<file path="config.mk">
export PLATFORM = sky130hd
export DESIGN_NAME = cctmr_top
export DESIGN_NICKNAME = d
export VERILOG_FILES = /design/src/cctmr_pkg.sv /design/src/cctmr_top.sv
export SDC_FILE = /design/constraint.sdc
export NUM_CORES = 1
export LEC_CHECK = 0
export ABC_CLOCK_PERIOD_IN_PS = 4700
export BUFFER_PORTS_ARGS = -buffer_cell sky130_fd_sc_hd__clkbuf_2
export CAP_MARGIN = 20
export CORE_MARGIN = 4
export CORE_UTILIZATION = 50
export CTS_BUF_LIST = sky130_fd_sc_hd__clkbuf_8
export CTS_CLUSTER_SIZE = 16
export DETAILED_ROUTE_END_ITERATION = 8
export PLACE_DENSITY_LB_ADDON = 0.08
export SLEW_MARGIN = 5
export SYNTH_ARGS = -nofsm -noshare
export SYNTH_HDL_FRONTEND = slang
export SYNTH_SLANG_ARGS = --single-unit
</file>
<file path="constraint.sdc">
create_clock -name MCLK -period 4.7 [get_ports MCLK]
set_input_delay 0.94 -clock MCLK [delete_from_list [all_inputs] [get_ports MCLK]]
set_output_delay 0.94 -clock MCLK [all_outputs]
set_load 0.02 [all_outputs]
</file>
<file path="src/cctmr_pkg.sv">
// constants for the completion cache discard timer
// Summary of operation
// RL1: a miss-limit discard fires only once the idle count reaches the floor.
// RL2: cached data is discarded once the idle count reaches the ceiling.
// RL3: reads of either limit register return zero in bits 15 to 12.
// RL4: link, global pin or power-on reset returns both limits to defaults.
// RL5: cycle starts with no read hit or cache fill are counted against the miss limit.
// RL6: a read hit or new data entering the cache restarts the idle count.
package cctmr_pkg;
  localparam logic [7:0] CCTMR_OFS_MISS = 8'h52;
  localparam logic [7:0] CCTMR_OFS_FLOOR = 8'h54;
  localparam logic [7:0] CCTMR_OFS_CEIL = 8'h56;
  localparam logic [7:0] CCTMR_MISS_RST = 8'h08;
  localparam logic [11:0] CCTMR_FLOOR_RST = 12'h07F;
  localparam logic [11:0] CCTMR_CEIL_RST = 12'h1C0;
  localparam int CCTMR_LIM_W = 12;
  localparam int CCTMR_MISS_W = 8;
  localparam logic [11:0] CCTMR_IDLE_MAX = 12'hFFF;
  localparam logic [7:0] CCTMR_MISS_MAX = 8'hFF;
endpackage : cctmr_pkg

</file>
<file path="src/cctmr_top.sv">
// completion cache idle discard timer with its limit registers
`timescale 1ns/1ps
module cctmr_top (
  // clock and resets
  input wire logic MCLK,
  input wire logic NRST,
  input wire logic LINK_RST_N,
  input wire logic GLOBAL_RESET_PIN_N,
  input wire logic POR_N,
  // register port
  input wire logic REG_WR,
  input wire logic REG_RD,
  input wire logic [7:0] REG_ADDR,
  input wire logic [15:0] REG_WDATA,
  output logic [15:0] REG_RDATA,
  // cache events
  input wire logic READ_HIT,
  input wire logic CACHE_FILL,
  input wire logic CYCLE_START,
  // discard request
  output logic DISCARD
);
  logic rst_n;
  logic [11:0] floor_reg, floor_next;
  logic [11:0] ceil_reg, ceil_next;
  logic [7:0] miss_reg, miss_next;
  logic [11:0] idle_reg, idle_next;
  logic [7:0] starts_reg, starts_next;
  logic [15:0] rdata_reg, rdata_next;
  logic discard_reg, discard_next;
  logic restart;
  logic floor_ok, ceil_hit, miss_hit;
  logic [11:0] wr_lim;
  logic [7:0] wr_miss;

  // both limit registers read back with their reserved top bits as zero
  function automatic logic [15:0] lim_word(input logic [11:0] v);
    return {4'h0, v}; // RL3
  endfunction : lim_word

  // counters saturate so a long idle spell never wraps back to fresh
  function automatic logic [11:0] idle_step(input logic [11:0] v);
    if (v == cctmr_pkg::CCTMR_IDLE_MAX) begin
      return v;
    end
    return v + 12'h001;
  endfunction : idle_step

  function automatic logic [7:0] starts_step(input logic [7:0] v);
    if (v == cctmr_pkg::CCTMR_MISS_MAX) begin
      return v;
    end
    return v + 8'h01;
  endfunction : starts_step

  // any of the reset sources brings the limits back
  assign rst_n = NRST & LINK_RST_N & GLOBAL_RESET_PIN_N & POR_N; // RL4
  // a fill restarts the count too, so fresh data is never dropped at once
  assign restart = READ_HIT | CACHE_FILL; // RL6
  assign wr_lim = REG_WDATA[cctmr_pkg::CCTMR_LIM_W-1:0];
  assign wr_miss = REG_WDATA[cctmr_pkg::CCTMR_MISS_W-1:0];
  assign floor_ok = idle_reg >= floor_reg; // RL1
  assign ceil_hit = idle_reg >= ceil_reg; // RL2
  assign miss_hit = starts_reg >= miss_reg; // RL5
  assign DISCARD = discard_reg;
  assign REG_RDATA = rdata_reg;

  always_comb begin
    floor_next = floor_reg;
    ceil_next = ceil_reg;
    miss_next = miss_reg;
    rdata_next = rdata_reg;
    if (REG_WR) begin
      case (REG_ADDR)
        cctmr_pkg::CCTMR_OFS_FLOOR: begin
          floor_next = wr_lim;
        end
        cctmr_pkg::CCTMR_OFS_CEIL: begin
          ceil_next = wr_lim;
        end
        cctmr_pkg::CCTMR_OFS_MISS: begin
          miss_next = wr_miss;
        end
        default: begin
        end
      endcase
    end
    if (REG_RD) begin
      case (REG_ADDR)
        cctmr_pkg::CCTMR_OFS_FLOOR: rdata_next = lim_word(floor_reg); // RL3
        cctmr_pkg::CCTMR_OFS_CEIL: rdata_next = lim_word(ceil_reg); // RL3
        cctmr_pkg::CCTMR_OFS_MISS: rdata_next = {8'h00, miss_reg};
        default: rdata_next = 16'h0000;
      endcase
    end
  end

  always_comb begin
    idle_next = idle_reg;
    starts_next = starts_reg;
    discard_next = 1'b0;
    if (restart) begin
      idle_next = 12'h000; // RL6
      starts_next = 8'h00;
    end else begin
      idle_next = idle_step(idle_reg); // RL2
      if (CYCLE_START) begin
        starts_next = starts_step(starts_reg); // RL5
      end
      discard_next = ceil_hit | (floor_ok & miss_hit); // RL1 RL2
    end
  end

  always_ff @(posedge MCLK) begin
    if (!rst_n) begin
      floor_reg <= cctmr_pkg::CCTMR_FLOOR_RST; // RL4
      ceil_reg <= cctmr_pkg::CCTMR_CEIL_RST; // RL4
      miss_reg <= cctmr_pkg::CCTMR_MISS_RST;
      idle_reg <= 12'h000;
      starts_reg <= 8'h00;
      rdata_reg <= 16'h0000;
      discard_reg <= 1'b0;
    end else begin
      floor_reg <= floor_next;
      ceil_reg <= ceil_next;
      miss_reg <= miss_next;
      idle_reg <= idle_next;
      starts_reg <= starts_next;
      rdata_reg <= rdata_next;
      discard_reg <= discard_next;
    end
  end
endmodule : cctmr_top

</file>
==> run summary, run 1 <==
P_leak: 0.001687 uW
HP Class: flip-flop to flip-flop
RSZ-0062 raised after global routing: false
ys async rst share: 0
nets@finish: 525
Synth cell types: 53
dpl hpwl: 6.085 mm
root buffer cell: clkbuf_8
number of port buffers: 42
GPL Wtd Cong: 0.8159
die area: 0.008547 mm2
Min Clock Period, post-route: 2.680 ns
CP endpoint kind: flip-flop
Detailed Route WL: 8.110 mm
Required @ worst endpoint: 4.91 ns
Multi-input gate area: 0.002024 mm2
initial DRC count: 84
Cell Pwr Density: 313.8 mW/mm2
period utilisation layout: 0.5701
Worst-path clk slew: 0.07 ns
critical path arrival: 2.89 ns
Setup Viol. Count Final: 0
vias in the first global route: 2952
yosys warns: 0
commonest non-fill, non-tap cells in the layout: 65 x dfxtp_1, 59 x nand2_1, 42 x clkbuf_2
Worst path max stage delay: 0.72 ns
Clock Latency Late Sink: 0.35 ns
Syn Area/Cell: 8.511 um2
core area: 0.006869 mm2
Peak Freq: 373.2 MHz
status: complete, no violations
Clock Tree Buf Depth: 2
initial antenna violation count: 0
GRT Overall Usage: 0.2058
met3 WL: 278 um
Die Ht: 92.45 um
Synth-to-Final Area Change: 14.77%
Synth area leaders: dfxtp_1 36%, ha_1 12%, nand2_1 6.2%, nor2_1 4.1%, inv_1 3.9%
largest net degree at the start of global routing: 35
CTS buffer count: 9
wire length on met1: 3.723 mm
H-tree Lvls: 3
Final Util: 0.5958
max-cap viol count: 0
detailed-route DRC error count: 0
slew margin rel.: 0.3817
TNS Setup: 0 ns
Top FF cell, synth: dfxtp_1
Detailed Routing Iterations Pass 1: 4
layout cell share with drive strength beyond 1: 0.1472
hold buffer count at cts: 0
grt total ovfl: 0
Mapped Area: 0.003566 mm2
# resized after CTS: 0
Die W: 92.45 um
I/O pin total: 51
Post-CTS Repair Setup Buffers: 0
max-slew violation count: 0
antenna diode count: 0
Yosys reg bits: 65
CP Class: input pin to flip-flop
commonest non-fill, non-tap cell in the layout: dfxtp_1
top routing layer used: met4
WL/cell: 14.53 um
met2 routed WL: 3.931 mm
CP max-delay cell: nor3_4
routed via count: 2999
Max VDD drop: 174.4 uV
fillers: 658
num rows: 30
peak fanout along the critical path: 18
share of the synthesized area in the top cell type: 0.3649
number of synthesized flops with an enable pin: 0
Reg area: 0.001301 mm2
cells after synthesis: 419
register area share after synthesis: 0.3649
critical path startpoint category: input pin
Post-DRT Antenna Nets: 0
Worst Tran Pin Value: 0.9245 ns
Worst Skew: 0.005622 ns
Final Hold Fails: 0
global-route wire length before repair: 13.93 mm
Vias/cell: 5.375
crit path cell chain: clkbuf_2 > inv_1 > or4_4 > nor3_4 > mux2i_1 > nand2_1
CTS Sinks: 65
initial core utilization: 0.5191
CTS tree: yes
Synth area leader: dfxtp_1
## layer usage
| layer | track usage | vias to the layer above |
|---|---|---|
| met1 | 0.2506 | 1404 |
| met4 | 0.08168 | 0 |
| met3 | 0.05037 | 16 |
| met5 | 0 | - |
| li1 | - | 1529 |
| met2 | 0.3474 | 50 |
## per-stage QoR
stage | hold WS [ns] | power, uW | cell area [um2] | std cells | setup WS [ns]
final | 0.4734 | 1284 | 4093 | 558 | 2.020
after global routing | 0.4911 | 1324 | 4093 | 558 | 1.830
after CTS | 0.4723 | 1297 | 4093 | 558 | 2.003
after detailed placement | 0.4626 | 610.7 | 3802 | 542 | 1.654
after global placement | 0.4548 | 610.4 | 3802 | 542 | 1.641
after floorplan | 0.4445 | 591.7 | 3577 | 422 | 2.186
## synth_stat cells (2+ instances only)
| master | instances |
|---|---|
| a22o_1 | 7 |
| buf_4 | 4 |
| nor3_1 | 6 |
| a221oi_1 | 3 |
| nand2b_1 | 4 |
| o21ai_0 | 13 |
| a31oi_1 | 2 |
| xnor2_1 | 9 |
| and3_1 | 6 |
| a21o_1 | 5 |
| a2bb2oi_1 | 4 |
| nor2b_1 | 4 |
| or3_1 | 4 |
| a211oi_1 | 2 |
| inv_1 | 37 |
| nand2_1 | 59 |
| and4_1 | 4 |
| xor2_1 | 3 |
| ha_1 | 34 |
| dfxtp_1 | 65 |
| clkbuf_1 | 11 |
| nor3_4 | 2 |
| nand3_1 | 9 |
| and2_1 | 2 |
| nand4_1 | 4 |
| mux2i_1 | 13 |
| a22oi_1 | 8 |
| o211ai_2 | 4 |
| o211ai_1 | 6 |
| a21oi_1 | 24 |
| nor2_1 | 39 |
## kinds of logic (layout without fill, tap and decap cells)
| kind of cell | Yosys count | count (layout) | share of synthesized area |
|---|---|---|---|
| XOR/XNOR | 12 | 12 | 0.02948 |
| buffers and inverters | 56 | 96 | 0.07052 |
| flip-flops | 65 | 65 | 0.3649 |
| other | 1 | 4 | 0.001052 |
| adder cells (fa/ha/maj) | 34 | 34 | 0.1193 |
| AO/OA/AOI/OAI | 89 | 89 | 0.1754 |
| AND/OR/NAND/NOR | 149 | 149 | 0.2028 |
| multiplexers | 13 | 13 | 0.03649 |
## final cells by class
type                            instances  share of cell area
Timing Repair Buffer                   43             0.05319
Clock buffer                            9             0.03027
Tap cell                               96             0.02935
Inverter                               37             0.03393
Multi-Input combinational cell        301              0.4946
Sequential cell                        65              0.3179
Clock inverter                          7             0.04066
## critical path, delay by kind of cell
| kind | cells | cell delay [ns] |
|---|---|---|
| buffers and inverters | 2 | 0.32 |
| and+or+nand+nor | 3 | 1.36 |
| muxes | 1 | 0.27 |
## final timing paths
check	startpoint	endpoint	slack (ns)	cells after the start
worst max-delay path	REG_ADDR[2]	floor_reg[0]	2.02	6
worst min register to register	ceil_reg[4]	ceil_reg[4]	0.47	2
worst max register to register	idle_reg[1]	idle_reg[3]	2.60	6
worst min-delay path	ceil_reg[4]	ceil_reg[4]	0.47	2
## where the power goes
| group | switching (uW) | total (uW) | leakage [uW] | internal, uW |
|---|---|---|---|---|
| clock network | 226 | 686 | 0.000140 | 460 |
| registers | 0.237 | 551 | 0.000524 | 550 |
| logic | 29.6 | 47.1 | 0.00102 | 17.5 |
No activity file was read; power rests on OpenSTA's default activity.
==> run 2: changes to the inputs <==
--- a/config.mk
+++ b/config.mk
@@ -5,7 +5,7 @@
 export SDC_FILE = /design/constraint.sdc
 export NUM_CORES = 1
 export LEC_CHECK = 0
-export ABC_CLOCK_PERIOD_IN_PS = 4700
+export ABC_CLOCK_PERIOD_IN_PS = 2500
 export BUFFER_PORTS_ARGS = -buffer_cell sky130_fd_sc_hd__clkbuf_2
 export CAP_MARGIN = 20
 export CORE_MARGIN = 4
==> constraint.sdc (replaced) <==
create_clock -name MCLK -period 2.5 [get_ports MCLK]
set_input_delay 0.5 -clock MCLK [delete_from_list [all_inputs] [get_ports MCLK]]
set_output_delay 0.5 -clock MCLK [all_outputs]
set_load 0.02 [all_outputs]
==> run summary, run 2 (synthesized netlist as in run 1, its figures left out) <==
r2r startpoint: idle_reg[1]
commonest non-fill, non-tap cell in the layout: dfxtp_1
num rows: 30 (unchanged)
Cell Pwr Density: 501.3 mW/mm2 (+60%)
CP Class: flip-flop to flip-flop
antenna diode count: 0 (unchanged)
die area: 0.008547 mm2 (unchanged)
Min Clock Period, post-route: 2.046 ns
max-cap viol count: 0 (unchanged)
vias in the first global route: 2882 (-2.4%)
R2R Setup Slk: 0.45 ns (-2.15 ns)
RR Endpoint: idle_reg[3]
initial DRC count: 125 (+49%)
number of port buffers: 42 (unchanged)
CTS tree: yes
hold buffer count at cts: 0 (unchanged)
HP Class: input pin to flip-flop
Worst Tran Pin Value: 0.5349 ns (-0.3896 ns)
largest net degree at the start of global routing: 34 (-2.9%)
Worst-path clk slew: 0.08 ns (about the same)
critical path arrival: 2.28 ns (-0.61 ns)
TNS Setup: 0 ns (unchanged)
Post-CTS Repair Setup Buffers: 0 (unchanged)
Synth-to-Final Area Change: 14.18%
Die W: 92.45 um (unchanged)
GPL Wtd Cong: 0.8091 (-0.83%)
detailed-route DRC error count: 0 (unchanged)
dpl hpwl: 6.155 mm (+1.2%)
r2r worst-path depth: 6 (unchanged)
period utilisation layout: 0.8184
Detailed Route WL: 8.125 mm (+0.18%)
layout cell share with drive strength beyond 1: 0.1599 (+0.01273)
Post-DRT Antenna Nets: 0 (unchanged)
core area: 0.006869 mm2 (unchanged)
max-slew violation count: 0 (unchanged)
peak fanout along the critical path: 9 (-9)
commonest non-fill, non-tap cells in the layout: 65 x dfxtp_1, 59 x nand2_1, 42 x clkbuf_2
H-tree Lvls: 3 (unchanged)
initial core utilization: 0.5191 (unchanged)
Clock Latency Late Sink: 0.34 ns (about the same)
placed insts: 549 (+1.3%)
CTS Sinks: 65 (unchanged)
Hold Worst Slack: 0.3895 ns (-0.08396 ns)
P_leak: 0.001681 uW (-0.34%)
Worst Skew: 0.009358 ns (+0.003736 ns)
grt total ovfl: 0 (unchanged)
Non-Filler Instances: 565 (+1.3%)
Clock Tree Buf Depth: 2 (unchanged)
CP endpoint kind: flip-flop
root buffer cell: clkbuf_8
GRT Overall Usage: 0.2056 (about the same)
WL/cell: 14.38 um (-1.1%)
I/O pin total: 51 (unchanged)
Setup Viol. Count Final: 0 (unchanged)
RSZ-0062 raised after global routing: false
total power: 2041 uW (+59%)
initial antenna violation count: 0 (unchanged)
Max VDD drop: 276.8 uV (+59%)
Required @ worst endpoint: 2.73 ns (-2.18 ns)
slew margin rel.: 0.6434 (+0.2617)
Setup crit start: idle_reg[1]
Final Hold Fails: 0 (unchanged)
Peak Freq: 488.7 MHz
global-route wire length before repair: 13.83 mm (-0.70%)
# resized after CTS: 0 (unchanged)
nets@finish: 532 (+1.3%)
CTS buffer count: 9 (unchanged)
routed via count: 3003 (+0.13%)
Die Ht: 92.45 um (unchanged)
critical path startpoint category: flip-flop
status: complete, no violations
worst setup path end: idle_reg[3]
Detailed Routing Iterations Pass 1: 4 (unchanged)
Vias/cell: 5.315 (-1.1%)
==> run 2: changes by cell type in the layout (fill, tap and decap cells not counted), sizes merged <==
cell,delta
clkinvlp,+1
inv,+1
bufinv,-4
clkinv,+2
buf,+7
==> run 2: area by class of cell <==
| class | instances | area, um2 |
|---|---|---|
| Clock buffer | 9 | 123.9 |
| Clock inverter | 7 | 80.08 |
| Fill cell | 648 | 2798 |
| Inverter | 37 | 138.9 |
| Multi-Input combinational cell | 301 | 2024 |
| Sequential cell | 65 | 1301 |
| Tap cell | 96 | 120.1 |
| Timing Repair Buffer | 50 | 282.8 |
==> run 2: power by group <==
group	switching, uW	internal [uW]
registers	0.429	1030
logic	56.4	36.3
clock network	445	469
==> run 2: layer usage <==
metal  share of wire  track usage  vias up  routed length [um]
met4          0.0069      0.06931        0                  56
met5               0            0        -                   0
met3           0.040      0.04549        4                 323
li1                -            -     1549                   -
met2            0.48       0.3426       59                3877
met1            0.48       0.2622     1391                3867
==> run 2: worst min path at each step <==
stage | startpoint | endpoint | slack (ns) | cells past startpoint
3_3_place_gp | ceil_reg[9] | ceil_reg[9] | 0.46 | 2
6_report | REG_WDATA[9] | ceil_reg[9] | 0.39 | 3
2_1_floorplan | ceil_reg[10] | ceil_reg[10] | 0.44 | 2
5_1_grt | REG_WDATA[9] | ceil_reg[9] | 0.37 | 3
3_5_place_dp | ceil_reg[1] | ceil_reg[1] | 0.47 | 2
4_1_cts | REG_WDATA[9] | ceil_reg[9] | 0.37 | 3
==> run 2: through the flow <==
stage | worst slack [ns] | util | cell area (um2)
6_report | 0.4539 | 0.5927 | 4071
5_1_grt | 0.3248 | 0.5927 | 4071
4_1_cts | 0.4673 | 0.5927 | 4071
3_5_place_dp | 0.2517 | 0.5630 | 3867
3_3_place_gp | 0.2777 | 0.5630 | 3867
2_1_floorplan | 0.4265 | - | 3577
==> run 2: critical path: stages, from the launching register on <==
cell and delay, ns:
dfxtp_1 0.46, ha_1 0.26, nand4_1 0.21, or3_1 0.56, and4_1 0.28, xnor2_1 0.13
nor2_1 0.05
==> run 3: changes to the inputs <==
--- a/config.mk
+++ b/config.mk
@@ -5,7 +5,7 @@
 export SDC_FILE = /design/constraint.sdc
 export NUM_CORES = 1
 export LEC_CHECK = 0
-export ABC_CLOCK_PERIOD_IN_PS = 2500
+export ABC_CLOCK_PERIOD_IN_PS = 2000
 export BUFFER_PORTS_ARGS = -buffer_cell sky130_fd_sc_hd__clkbuf_2
 export CAP_MARGIN = 20
 export CORE_MARGIN = 4
==> constraint.sdc (replaced) <==
create_clock -name MCLK -period 2 [get_ports MCLK]
set_input_delay 0.4 -clock MCLK [delete_from_list [all_inputs] [get_ports MCLK]]
set_output_delay 0.4 -clock MCLK [all_outputs]
set_load 0.02 [all_outputs]
==> run summary, run 3 (synthesized netlist as in run 1, its figures left out) <==
status: complete, no violations
number of port buffers: 42 (unchanged)
root buffer cell: clkbuf_8
slew margin rel.: 0.6422 (-0.001124)
Clock Tree Buf Depth: 2 (unchanged)
CP endpoint kind: flip-flop
critical path arrival: 2.14 ns (-0.14 ns)
Worst Skew: 0.01208 ns (+0.002725 ns)
Final Hold Fails: 0 (unchanged)
P_leak: 0.001785 uW (+6.2%)
die area: 0.008547 mm2 (unchanged)
Min Clock Period, post-route: 1.913 ns (-0.1327 ns)
Clock Latency Late Sink: 0.36 ns (+0.02 ns)
CP Class: flip-flop to flip-flop
Post-CTS Repair Setup Buffers: 0 (unchanged)
worst setup path end: DISCARD
max-slew violation count: 0 (unchanged)
antenna diode count: 0 (unchanged)
largest net degree at the start of global routing: 34 (unchanged)
PnR worst setup slack: 0.08663 ns (-0.3673 ns)
Setup Viol. Count Final: 0 (unchanged)
peak fanout along the critical path: 3 (-6)
R2R Setup Slk: 0.09 ns (-0.37 ns)
nets@finish: 547 (+2.8%)
Detailed Route WL: 8.456 mm (+4.1%)
num rows: 30 (unchanged)
critical path startpoint category: flip-flop
detailed-route DRC error count: 0 (unchanged)
initial core utilization: 0.5191 (unchanged)
HP Class: input pin to flip-flop
GRT Overall Usage: 0.2126 (+0.006942)
vias in the first global route: 3111 (+7.9%)
Die W: 92.45 um (unchanged)
global-route wire length before repair: 14.39 mm (+4.0%)
Worst-path clk slew: 0.08 ns (about the same)
Final Util: 0.6160 (+0.02332)
RR Endpoint: DISCARD
GPL Wtd Cong: 0.7816 (-3.4%)
Peak Freq: 522.6 MHz (+6.9%)
Setup crit start: ceil_reg[2]
hold buffer count at cts: 0 (unchanged)
Required @ worst endpoint: 2.23 ns (-0.50 ns)
Vias/cell: 5.376 (+1.1%)
commonest non-fill, non-tap cell in the layout: dfxtp_1
post-place instance area: 0.003980 mm2 (+2.9%)
placed insts: 564 (+2.7%)
Worst Tran Pin Value: 0.5366 ns (+0.001685 ns)
Detailed Routing Iterations Pass 1: 4 (unchanged)
r2r startpoint: ceil_reg[2]
dpl ws: -0.08974 ns (-0.3414 ns)
Die Ht: 92.45 um (unchanged)
Post-DRT Antenna Nets: 0 (unchanged)
initial antenna violation count: 0 (unchanged)
commonest non-fill, non-tap cells in the layout: 64 x dfxtp_1, 59 x nand2_1, 42 x clkbuf_2
total power: 2812 uW (+38%)
dpl hpwl: 6.381 mm (+3.7%)
Non-Filler Instances: 580 (+2.7%)
CTS buffer count: 9 (unchanged)
layout cell share with drive strength beyond 1: 0.1880 (+0.02810)
max-cap viol count: 0 (unchanged)
RSZ-0062 raised after global routing: false
routed via count: 3118 (+3.8%)
Max VDD drop: 330.8 uV (+19%)
fillers: 656 (+1.2%)
r2r worst-path depth: 7 (+1)
Synth-to-Final Area Change: 18.67%
CTS tree: yes
core area: 0.006869 mm2 (unchanged)
initial DRC count: 102 (-18%)
I/O pin total: 51 (unchanged)
Cell Pwr Density: 664.6 mW/mm2 (+33%)
H-tree Lvls: 3 (unchanged)
period utilisation layout: 0.9567 (+0.1382)
Final Cell Area: 0.004232 mm2 (+3.9%)
CTS Sinks: 65 (unchanged)
grt total ovfl: 0 (unchanged)
WL/cell: 14.58 um (+1.4%)
## run 3: final cells by class
cell class                      count  area, um2  share of cell area
Multi-Input combinational cell    301       2026              0.4787
Sequential cell                    65       1303              0.3078
Timing Repair Buffer               65      395.4             0.09344
Inverter                           37      138.9             0.03282
Clock inverter                      7      125.1             0.02957
Clock buffer                        9      123.9             0.02927
Tap cell                           96      120.1             0.02839
## run 3: worst min-delay path by stage
stage / cells after the start / slack [ns] / from / to
floorplan: 2 / 0.44 / ceil_reg[10] / ceil_reg[10]
global placement: 2 / 0.46 / ceil_reg[5] / ceil_reg[5]
detailed placement: 2 / 0.46 / ceil_reg[4] / ceil_reg[4]
CTS: 3 / 0.27 / REG_WDATA[10] / ceil_reg[10]
global route: 3 / 0.29 / REG_WDATA[5] / ceil_reg[5]
finish: 3 / 0.28 / REG_WDATA[10] / ceil_reg[10]
## run 3: metal layers
metal	vias to the layer above	wire (um)	track usage
li1	1580	-	-
met1	1463	3845	0.2559
met2	62	4082	0.3613
met3	13	361	0.04387
met4	0	167	0.09901
met5	-	0	0
## run 3: what timing repair did
item / 4_1_cts / 5_1_grt
resized for setup: 0 / 2
endpoints found under the hold margin: 0 / 0
endpoints found under the setup margin: 0 / 1
## run 3: stage by stage
stage	hold slack, ns	TNS (ns)
after floorplan	0.4445	0
after global placement	0.4551	-0.7444
after detailed placement	0.4643	-0.7612
after CTS	0.2711	0
after global routing	0.2905	0
final	0.2824	0
## run 3: critical path, stage by stage (launching register included)
cell and delay (ns):
dfxtp_1 0.38, inv_1 0.06, ha_1 0.30, a211o_1 0.29, a31oi_1 0.16, o21ai_0 0.14
a221oi_1 0.33, o22ai_1 0.13
## run 3: power by group
| group | internal (uW) | switching, uW |
|---|---|---|
| Combinational | 47.4 | 70.9 |
| Sequential | 1290 | 0.406 |
| Clock | 840 | 560 |
| Total | 2180 | 631 |
